===== src/hw/dyn_pkg.sv =====
package dyn_pkg;
  // ****************************************
  // Register map
  // ****************************************
  localparam logic [3:0] dyn_ctrl_addr   = 4'h0;
  localparam logic [3:0] dyn_thr_addr    = 4'h1;
  localparam logic [3:0] gate_att_addr   = 4'h2;
  localparam logic [3:0] gate_rec_addr   = 4'h3;
  localparam logic [3:0] wind_ctrl_addr  = 4'h4;
  localparam logic [3:0] wind_det_addr   = 4'h5;
  localparam logic [3:0] wind_cut_addr   = 4'h6;
  localparam logic [3:0] gain_addr       = 4'h7;
  localparam logic [3:0] status_addr     = 4'h8;
  // ****************************************
  // Field positions
  // ****************************************
  localparam int dac_en_bit   = 15;
  localparam int adc_en_bit   = 14;
  localparam int gate_mode_bit = 13;
  localparam int att_lsb      = 8;
  localparam int rec_lsb      = 0;
  localparam int lim_lsb      = 7;
  localparam int gate_thr_lsb = 0;
  localparam int reduce_lsb   = 12;
  localparam int wind_en_bit  = 15;
  localparam int rate_lsb     = 12;
  localparam int det_en_bit   = 15;
  localparam int cut_lsb      = 6;
  localparam int post_lsb     = 8;
  localparam int pre_lsb      = 0;
  // ****************************************
  // Reset values and gain constants
  // ****************************************
  localparam logic [15:0] ctrl_reset   = 16'h0000;
  localparam logic [15:0] thr_reset    = 16'h0000;
  localparam logic [15:0] gain_reset   = 16'h0000;
  localparam logic [15:0] wind_det_reset = 16'h0400;
  // Volume in 0.375 dB steps; 1.5 dB = 4 steps, 3 dB = 8 steps
  localparam logic [7:0] steps_per_thr    = 8'h04;
  localparam logic [7:0] steps_per_reduce = 8'h08;
  localparam logic [7:0] gate_base_steps  = 8'h60;
  localparam logic [7:0] vol_max_att      = 8'hFF;
  localparam logic [4:0] rate_base_shift  = 5'h02;
  localparam logic [3:0] coef_shift_lo    = 4'h6;
endpackage : dyn_pkg


===== src/hw/dynamics_wind_filter.sv =====
// Decided for this implementation: the address-and-strobe port and the register offsets.
module dynamics_wind_filter #(
  parameter int fifo_depth = 32
) (
  // Clock, enable, reset
  input  wire logic        core_clk,
  input  wire logic        clk_en,
  input  wire logic        rst,
  // Register port
  input  wire logic [3:0]  reg_addr,
  input  wire logic [15:0] reg_wdata,
  input  wire logic        reg_wr,
  input  wire logic        reg_rd,
  output logic      [15:0] reg_rdata,
  // Sample input from mixer
  input  wire logic        in_valid,
  output logic             in_ready,
  input  wire logic [15:0] in_data,
  // Sample output to converter path
  output logic             out_valid,
  input  wire logic        out_ready,
  output logic      [15:0] out_data
);
  // ****************************************
  // State
  // ****************************************
  typedef enum logic [1:0] {st_idle, st_gain, st_out} phase_type;

  typedef struct packed {
    logic [15:0] ctrl;
    logic [15:0] thr;
    logic [15:0] gate_att;
    logic [15:0] gate_rec;
    logic [15:0] wind_ctrl;
    logic [15:0] wind_det;
    logic [15:0] wind_cut;
    logic [15:0] gain;
    logic [15:0] rdata;
    logic [7:0]  vol;
    logic [7:0]  target_vol;
    logic [36:0] timer;
    logic        last_sign;
    logic        wind_on;
    logic signed [31:0] hp_acc;
    logic signed [15:0] hp_prev;
    logic signed [31:0] work;
    phase_type   phase;
    logic [15:0] res;
    logic        res_valid;
  } state_type;

  state_type s;
  state_type next_s;

  // FIFO hand-off
  logic        f_valid;
  logic        f_ready;
  logic [15:0] f_data;

  sample_fifo #(.width(16), .depth(fifo_depth)) u_fifo (
    .core_clk  (core_clk),
    .rst       (rst),
    .clk_en    (clk_en),
    .in_valid  (in_valid),
    .in_ready  (in_ready),
    .in_data   (in_data),
    .out_valid (f_valid),
    .out_ready (f_ready),
    .out_data  (f_data)
  );

  // ****************************************
  // Field views
  // ****************************************
  logic        dac_en;
  logic        adc_en;
  logic        gate_mode;
  logic        active;
  logic [4:0]  n_att;
  logic [4:0]  n_rec;
  logic [4:0]  lim_thr;
  logic [4:0]  gate_thr;
  logic [3:0]  reduce;
  logic [7:0]  lim_steps;
  logic [7:0]  gate_steps;
  logic [7:0]  reduce_steps;
  logic [2:0]  rate_sel;
  logic [5:0]  cut_n;
  logic [3:0]  coef_k;
  logic [16:0] coef_a;
  logic [36:0] att_len;
  logic [36:0] rec_len;
  logic [7:0]  level_steps;
  logic        above;
  logic        zero_cross;
  logic [15:0] mag;
  logic [15:0] wind_thr;
  logic        hp_apply;

  assign dac_en    = s.ctrl[dyn_pkg::dac_en_bit];
  assign adc_en    = s.ctrl[dyn_pkg::adc_en_bit];
  assign active    = dac_en || adc_en;
  assign gate_mode = s.ctrl[dyn_pkg::gate_mode_bit];
  // In gate mode the timers come from the extended parameters
  assign n_att = gate_mode ? s.gate_att[dyn_pkg::rec_lsb +: 5]
                           : s.ctrl[dyn_pkg::att_lsb +: 5];
  assign n_rec = gate_mode ? s.gate_rec[dyn_pkg::att_lsb +: 5]
                           : s.ctrl[dyn_pkg::rec_lsb +: 5];
  assign lim_thr  = s.thr[dyn_pkg::lim_lsb +: 5];
  assign gate_thr = s.thr[dyn_pkg::gate_thr_lsb +: 5];
  assign reduce   = s.thr[dyn_pkg::reduce_lsb +: 4];
  // Thresholds as attenuation in 0.375 dB steps below full scale
  assign lim_steps    = 8'(lim_thr * dyn_pkg::steps_per_thr);
  assign gate_steps   = 8'(dyn_pkg::gate_base_steps
                         + gate_thr * dyn_pkg::steps_per_thr);
  assign reduce_steps = 8'(reduce * dyn_pkg::steps_per_reduce);
  // Four times two to the n sample periods
  assign att_len = 37'(37'h1 << (n_att + dyn_pkg::rate_base_shift));
  assign rec_len = 37'(37'h1 << (n_rec + dyn_pkg::rate_base_shift));

  // Level: steps of 0.375 dB below full scale, coarse log via MSB
  assign mag = f_data[15] ? 16'(~f_data) : f_data;
  always_comb begin
    level_steps = vol_max_att_f();
    for (int i = 0; i < 15; i++) begin
      if (mag[i]) level_steps = 8'((14 - i) * 16);
    end
  end
  function automatic logic [7:0] vol_max_att_f();
    return dyn_pkg::vol_max_att;
  endfunction : vol_max_att_f

  assign above = gate_mode ? (level_steps < gate_steps)
                           : (level_steps < lim_steps);
  assign zero_cross = f_valid && (f_data[15] != s.last_sign);

  // Wind filter coefficient group by rate selection
  assign rate_sel = s.wind_ctrl[dyn_pkg::rate_lsb +: 3];
  always_comb begin
    case (rate_sel)
      3'h0:    coef_k = dyn_pkg::coef_shift_lo;
      3'h1:    coef_k = 4'(dyn_pkg::coef_shift_lo + 1);
      3'h2:    coef_k = 4'(dyn_pkg::coef_shift_lo + 2);
      3'h3:    coef_k = 4'(dyn_pkg::coef_shift_lo + 3);
      default: coef_k = 4'(dyn_pkg::coef_shift_lo + 4);
    endcase
  end
  assign cut_n  = s.wind_cut[dyn_pkg::cut_lsb +: 6];
  // a = (n+1) * 2^-k in Q16; top index at rate selection 0 gives a = 1.0, so 17 bits
  assign coef_a = 17'((17'(cut_n) + 17'h1) << (16 - coef_k));
  assign wind_thr = s.wind_det[15:0] & 16'h7FFF;
  // Detection off: filter follows its enable alone (DC removal)
  assign hp_apply = s.wind_ctrl[dyn_pkg::wind_en_bit] &&
                    (!s.wind_det[dyn_pkg::det_en_bit] || s.wind_on);

  assign f_ready   = (s.phase == st_idle) && !s.res_valid;
  assign out_valid = s.res_valid;
  assign out_data  = s.res;

  // ****************************************
  // Next state
  // ****************************************
  always_comb begin
    logic signed [15:0] x;
    logic signed [31:0] hp;
    logic [7:0]         pre;
    logic [7:0]         post;
    x    = signed'(f_data);
    hp   = '0;
    pre  = s.gain[dyn_pkg::pre_lsb +: 8];
    post = s.gain[dyn_pkg::post_lsb +: 8];
    next_s = s;
    next_s.rdata = '0;
    if (reg_wr) begin
      case (reg_addr)
        dyn_pkg::dyn_ctrl_addr:  next_s.ctrl      = reg_wdata;
        dyn_pkg::dyn_thr_addr:   next_s.thr       = reg_wdata;
        dyn_pkg::gate_att_addr:  next_s.gate_att  = reg_wdata;
        dyn_pkg::gate_rec_addr:  next_s.gate_rec  = reg_wdata;
        dyn_pkg::wind_ctrl_addr: next_s.wind_ctrl = reg_wdata;
        dyn_pkg::wind_det_addr:  next_s.wind_det  = reg_wdata;
        dyn_pkg::wind_cut_addr:  next_s.wind_cut  = reg_wdata;
        dyn_pkg::gain_addr:      next_s.gain      = reg_wdata;
        default: ;
      endcase
    end
    if (reg_rd) begin
      case (reg_addr)
        dyn_pkg::dyn_ctrl_addr:  next_s.rdata = s.ctrl;
        dyn_pkg::dyn_thr_addr:   next_s.rdata = s.thr;
        dyn_pkg::gate_att_addr:  next_s.rdata = s.gate_att;
        dyn_pkg::gate_rec_addr:  next_s.rdata = s.gate_rec;
        dyn_pkg::wind_ctrl_addr: next_s.rdata = s.wind_ctrl;
        dyn_pkg::wind_det_addr:  next_s.rdata = s.wind_det;
        dyn_pkg::wind_cut_addr:  next_s.rdata = s.wind_cut;
        dyn_pkg::gain_addr:      next_s.rdata = s.gain;
        dyn_pkg::status_addr:    next_s.rdata = {s.wind_on, 7'h00, s.vol};
        default:                 next_s.rdata = '0;
      endcase
    end
    if (s.res_valid && out_ready) next_s.res_valid = 1'b0;
    // Pacing timer counts samples between volume steps
    if (f_valid && f_ready && s.timer != '0)
      next_s.timer = 37'(s.timer - 1'b1);
    // Gate target: reduce quiet input, back to unity when loud
    if (gate_mode)
      next_s.target_vol = above ? 8'h00 : reduce_steps;
    else
      next_s.target_vol = above ? 8'(level_steps > lim_steps ? 0
                          : lim_steps - level_steps) : 8'h00;
    case (s.phase)
      st_idle: begin
        // Take a sample only when it pops, or it would be processed twice
        if (f_valid && f_ready) begin
          next_s.last_sign = f_data[15];
          // Pre-gain enlarges first, shifts in 6 dB units
          next_s.work  = 32'(signed'(x) <<< pre[2:0]);
          // Wind energy detector on raw input magnitude
          if (s.wind_det[dyn_pkg::det_en_bit])
            next_s.wind_on = (mag > wind_thr);
          if (hp_apply) begin
            // One-pole high-pass: y = x - lp, lp += a*(x - lp)
            hp = 32'(x) - (s.hp_acc >>> 16);
            next_s.hp_acc = 32'(s.hp_acc + 32'(hp * signed'({1'b0, coef_a})));
            next_s.work = 32'(hp <<< pre[2:0]);
          end
          next_s.hp_prev = x;
          if (active && zero_cross && s.timer == '0) begin
            if (s.vol < s.target_vol) begin
              next_s.vol   = 8'(s.vol + 1'b1);
              next_s.timer = att_len;
            end else if (s.vol > s.target_vol) begin
              next_s.vol   = 8'(s.vol - 1'b1);
              next_s.timer = rec_len;
            end
          end
          next_s.phase = st_gain;
        end
      end
      st_gain: begin
        // Volume stage attenuates; 16 steps is 6 dB
        if (active)
          next_s.work = s.work >>> s.vol[7:4];
        next_s.phase = st_out;
      end
      st_out: begin
        if (!s.res_valid || out_ready) begin
          // Post-gain fine tune, saturated to 16 bits
          hp = s.work + ((s.work * signed'(32'(post))) >>> 8);
          if (hp > 32'sh7FFF)       next_s.res = 16'h7FFF;
          else if (hp < -32'sh8000) next_s.res = 16'h8000;
          else                      next_s.res = hp[15:0];
          next_s.res_valid = 1'b1;
          next_s.phase     = st_idle;
        end
      end
      default: next_s.phase = st_idle;
    endcase
  end

  assign reg_rdata = s.rdata;

  always_ff @(posedge core_clk) begin
    if (rst) begin
      s           <= '0;
      s.ctrl      <= dyn_pkg::ctrl_reset;
      s.thr       <= dyn_pkg::thr_reset;
      s.gain      <= dyn_pkg::gain_reset;
      s.wind_det  <= dyn_pkg::wind_det_reset;
      s.phase     <= st_idle;
    end else if (clk_en) begin
      s <= next_s;
    end
  end

  // ****************************************
  // Checks
  // ****************************************
  vol_step_a: assert property (@(posedge core_clk) disable iff (rst)
    clk_en |=> (s.vol == $past(s.vol) || s.vol == 8'($past(s.vol) + 1)
                || s.vol == 8'($past(s.vol) - 1)))
    else $error("volume moved more than one step");
  vol_hold_a: assert property (@(posedge core_clk) disable iff (rst)
    (clk_en && !active) |=> s.vol == $past(s.vol))
    else $error("volume changed while disabled");
  att_time_a: assert property (@(posedge core_clk) disable iff (rst)
    (clk_en && s.vol > $past(s.vol)) |-> s.timer == att_len)
    else $error("attack timer not loaded");
  rec_time_a: assert property (@(posedge core_clk) disable iff (rst)
    (clk_en && s.vol < $past(s.vol)) |-> s.timer == rec_len)
    else $error("recovery timer not loaded");
  vol_bound_a: assert property (@(posedge core_clk) disable iff (rst)
    (gate_mode && s.vol > reduce_steps && !$changed(s.thr)
     && s.timer == '0 && clk_en) |=> s.vol <= $past(s.vol))
    else $error("gate volume above reduction");
  stage_seq_a: assert property (@(posedge core_clk) disable iff (rst)
    (clk_en && s.phase == st_gain) |=> s.phase == st_out)
    else $error("gain stage order broken");
  lim_scale_a: assert property (@(posedge core_clk) disable iff (rst)
    lim_steps == 8'(lim_thr) * 8'h04)
    else $error("limit threshold scale");
  gate_scale_a: assert property (@(posedge core_clk) disable iff (rst)
    gate_steps == 8'h60 + 8'(gate_thr) * 8'h04)
    else $error("gate threshold scale");
endmodule : dynamics_wind_filter


===== src/hw/sample_fifo.sv =====
module sample_fifo #(
  parameter int width = 16,
  parameter int depth = 32
) (
  // Clock and reset
  input  wire logic             core_clk,
  input  wire logic             rst,
  input  wire logic             clk_en,
  // Fill side
  input  wire logic             in_valid,
  output logic                  in_ready,
  input  wire logic [width-1:0] in_data,
  // Drain side
  output logic                  out_valid,
  input  wire logic             out_ready,
  output logic      [width-1:0] out_data
);
  localparam int aw = $clog2(depth);
  logic [width-1:0] mem [depth];
  logic [aw:0]      wr_ptr;
  logic [aw:0]      rd_ptr;
  logic             full;
  logic             empty;
  logic             pop;

  assign full      = (wr_ptr[aw] != rd_ptr[aw]) &&
                     (wr_ptr[aw-1:0] == rd_ptr[aw-1:0]);
  assign empty     = (wr_ptr == rd_ptr);
  assign in_ready  = !full;
  // Read data come from a register, so a valid flag follows it
  assign pop       = !empty && (!out_valid || out_ready);

  always_ff @(posedge core_clk) begin
    if (rst) begin
      wr_ptr    <= '0;
      rd_ptr    <= '0;
      out_valid <= 1'b0;
      out_data  <= '0;
    end else if (clk_en) begin
      if (in_valid && !full) begin
        mem[wr_ptr[aw-1:0]] <= in_data;
        wr_ptr              <= wr_ptr + 1'b1;
      end
      if (pop) begin
        out_data  <= mem[rd_ptr[aw-1:0]];
        rd_ptr    <= rd_ptr + 1'b1;
        out_valid <= 1'b1;
      end else if (out_ready) begin
        out_valid <= 1'b0;
      end
    end
  end
endmodule : sample_fifo


===== config.mk =====
export PLATFORM = sky130hd
export DESIGN_NAME = dynamics_wind_filter
export DESIGN_NICKNAME = d
export VERILOG_FILES = /design/src/hw/dyn_pkg.sv /design/src/hw/dynamics_wind_filter.sv /design/src/hw/sample_fifo.sv
export SDC_FILE = /design/constraint.sdc
export NUM_CORES = 2
export LEC_CHECK = 0
export BUFFER_PORTS_ARGS = -buffer_cell sky130_fd_sc_hd__buf_2
export CAP_MARGIN = 20
export CORE_MARGIN = 5
export CORE_UTILIZATION = 60
export CTS_BUF_LIST = sky130_fd_sc_hd__clkbuf_16
export DETAILED_ROUTE_END_ITERATION = 8
export HOLD_SLACK_MARGIN = 0.02
export PLACE_DENSITY = 0.76
export SLEW_MARGIN = 10
export SYNTH_ARGS = -nofsm -noshare
export SYNTH_HDL_FRONTEND = slang
export SYNTH_SLANG_ARGS = --single-unit

===== constraint.sdc =====
create_clock -name core_clk -period 21.1 [get_ports core_clk]
set_input_delay 0 -clock core_clk [delete_from_list [all_inputs] [get_ports core_clk]]
set_output_delay 0 -clock core_clk [all_outputs]
set_load 0.02 [all_outputs]

==> impl_metrics.yaml <==
run_status:
  outcome: "finished, final reports clean"
timing:
  fin_crit_ns: 9.418
  rsz0062_at_grt: "no"
  hold_viol: 0
  timing.final.ws_setup_ns: 11.68
  fin_tns_setup_ns: 0
  max_slew_margin_pct: 17.61
  clock.fmax_mhz: 106.2
  tightestPinTransition_ns: 1.227
  setup_viol: 0
  slew_viol_final: 0
  finalClockSkew_ns: 0.05857
  fin_hold_ws_ns: 0.1551
  period_share_pct: 44.64
logic_synthesis:
  avgSynthCellArea_um2: 10.45
  synth.mux.area_fraction_pct: 9.031
  synth-xor-area-share_pct: 2.313
  synth_top_family_by_area: "adder cells"
  synth_edf_count: 512
  ys_types: 93
  ys_async_sr_fraction_pct: 0
  synth_fa_ha_area_share_pct: 20.59
  synth_area_um2: 56430
  synth_compound_area_share_pct: 10.10
  ys.flop_type: "edfxtp_1"
  synth-seq-cells: 822
  ys_seq_area_share_pct: 38.24
  synth-simple-area-share_pct: 13.16
  synthCells: 5400
  yosysWarnings: 0
die:
  fp-row-count: 112
  io_pins: 77
  start_util_pct: 60.46
  die_w_um: 316.7
  fp.dieH_um: 316.7
  core_area_um2: 93330
  dieArea_um2: 100300
grt:
  track_usage_pct: 30.63
  grt_overflow_total: 0
  antenna_found_initial: 7
  grt_max_degree: 105
  grt_pass1_wl_mm: 238.6
  grt_pass1_vias: 41585
worst_setup_path:
  crit_slowest_cell: "nor2b_1"
  start_kind: "register"
  crit_fanout: 17
  reg2reg_slack_ns: 11.68
  critPathKind: "register to register"
  cpPeakStageDelay_ns: 0.86
  end_kind: "register"
  path_common_cell: "fa_1"
  cp_data_required_time_ns: 21.72
  cp.arrival_ns: 10.04
final_layout:
  layout_common_cells: "722 x nand2_1, 610 x inv_1, 512 x edfxtp_1"
  fin_util_pct: 65.55
  layout_commonest_cell: "nand2_1"
  area_growth_pct: 8.406
  layout-drive-gt1-share_pct: 10.04
  nNetsFinal: 6132
power:
  pwr-share-seq_pct: 30.1
  p_total_w: 0.006106
  p_leak_nw: 24.04
  powerDensity_nw_per_um2: 99.81
  power_frac_comb_pct: 44.0
  ir_drop_mv: 0.1816
  p_switching_w: 0.002389
  internal-power_w: 0.003716
  pwr-share-clk_pct: 25.9
  p_sw_share_pct: 39.13
place:
  numPortBuffers: 76
  dp_slack_ns: 11.86
  gp_congestion: 0.9622
  dp_hpwl_mm: 106.2
clock_network:
  cts_setup_buffers: 0
  cts_resized: 0
  clk_pin_slew_ns: 0.07
  htree_levels: 3
  root_buffer: "clkbuf_16"
  cts_buffers: 85
  clk_path_buf_depth: 3
  insertion_delay_ns: 0.69
  clkSinkCount: 822
  cts_tree: "yes"
route:
  vias: 41554
  drt_iter0_markers: 4356
  firstDrtPassIters: 7
  via_per_inst: 6.164
  post-route-drc-count: 0
  drtAntennaViolNets: 0
  drt_wl_total_mm: 152.8
  wire_per_inst_um: 22.67
flow_run:
  max_cap_violations: 0
worst_hold_path:
  hp-class: "input port to register"
worst paths after layout:
path | startpoint | endpoint | depth (start not counted)
worst min-delay path | clk_en | u_fifo.wr_ptr[0] | 4
worst max-delay path | rate_sel[0] | s[98] | 31
worst min register to register | s[137] | s[137] | 2
worst max register to register | rate_sel[0] | s[98] | 31
through the flow:
| stage | std cells | area [µm²] |
|---|---|---|
| global placement | 6539 | 57880 |
| detailed placement | 6539 | 57880 |
| finish | 6741 | 61170 |
| floorplan | 5462 | 56660 |
| CTS | 6732 | 61150 |
| global route | 6734 | 61160 |
Yosys cell counts (11+ instances only):
| master | number | area, µm² |
|---|---|---|
| or3_1 | 18 | 112.6 |
| a21oi_1 | 354 | 1772 |
| a22o_1 | 13 | 113.9 |
| a21o_1 | 57 | 427.9 |
| nor3_1 | 94 | 470.5 |
| nand3_1 | 44 | 220.2 |
| a211oi_1 | 69 | 518.0 |
| xnor2_1 | 95 | 832.1 |
| mux2_2 | 19 | 214.0 |
| a211oi_2 | 11 | 137.6 |
| a22oi_1 | 41 | 307.8 |
| and3_1 | 32 | 200.2 |
| edfxtp_1 | 512 | 15370 |
| ha_1 | 268 | 3353 |
| mux4_2 | 183 | 4121 |
| nand2b_1 | 35 | 219.0 |
| nor4_1 | 28 | 175.2 |
| buf_4 | 44 | 330.3 |
| nand2_1 | 722 | 2710 |
| nand4_1 | 21 | 131.4 |
| xor2_1 | 54 | 473.0 |
| o21a_1 | 35 | 262.8 |
| mux2i_1 | 76 | 760.7 |
| nor2_1 | 396 | 1486 |
| fa_1 | 413 | 8268 |
| clkbuf_1 | 265 | 994.7 |
| o211ai_1 | 11 | 82.58 |
| dfxtp_1 | 310 | 6206 |
| o21ai_0 | 124 | 620.6 |
| a221oi_1 | 26 | 227.7 |
| buf_1 | 27 | 101.4 |
| o21bai_1 | 14 | 105.1 |
| and2_1 | 160 | 1001 |
| nor2b_1 | 35 | 219.0 |
| a311oi_1 | 14 | 122.6 |
| a31oi_1 | 25 | 156.4 |
| inv_1 | 594 | 2230 |
layout make-up:
type / count / area (µm²)
fillers: 7099 / 32160
clock buffers: 86 / 2152
flip-flops and latches: 822 / 21590
diodes: 8 / 20.02
multi-input cells: 3703 / 31440
well taps: 1254 / 1569
inverters: 598 / 2245
repair buffers: 198 / 1391
clock inverters: 72 / 768.2
routing by layer:
metal	track usage, %	part of all wire, %	routed length (µm)
met1	41.16	39	59230
met2	50.37	48	72760
met3	5.810	9.4	14360
met4	11.22	4.2	6397
met5	0	0.015	23
critical path: cells and delay by family (launching register included):
kind	cells	cell delay (ns)
AOI/OAI and AO/OA	10	2.45
DFF	1	0.35
adders and majority gates	8	4.03
buffers and inverters	6	0.50
xor gates and xnor gates	1	0.16
and+or+nand+nor	6	1.88
power groups by stage:
| stage | sequential, W | clock, W | combinational (W) |
|---|---|---|---|
| after detailed placement | 0.00187 | 0 | 0.00262 |
| after floorplan | 0.00183 | 0 | 0.00197 |
| after global placement | 0.00187 | 0 | 0.00256 |
| final | 0.00184 | 0.00158 | 0.00268 |
| after CTS | 0.00183 | 0.00160 | 0.00266 |
| after global routing | 0.00184 | 0.00167 | 0.00300 |
flip-flops by register name (all words and copies together), names as in the netlist, 3 cells and up:
| signal | count |
|---|---|
| cut_n | 6 |
| gate_thr | 5 |
| lim_thr | 5 |
| out_data | 16 |
| rate_sel | 3 |
| reduce | 4 |
| reg_rdata | 16 |
| s | 222 |
| u_fifo.mem | 512 |
| u_fifo.out_data | 16 |
| u_fifo.rd_ptr | 6 |
| u_fifo.wr_ptr | 6 |
cells by family after synthesis:
group                      Yosys count
AOI/OAI and AO/OA                  886
xor gates and xnor gates           149
adders and majority gates          681
buffers and inverters              937
DFF                                822
muxes                              278
other                                2
and+or+nand+nor                   1645
what timing repair did:
action	in CTS	in global routing
endpoints found under the hold margin	704	0
endpoints found under the setup margin	0	0
hold buffers	35	0
Power figures use the tool's default switching activity.
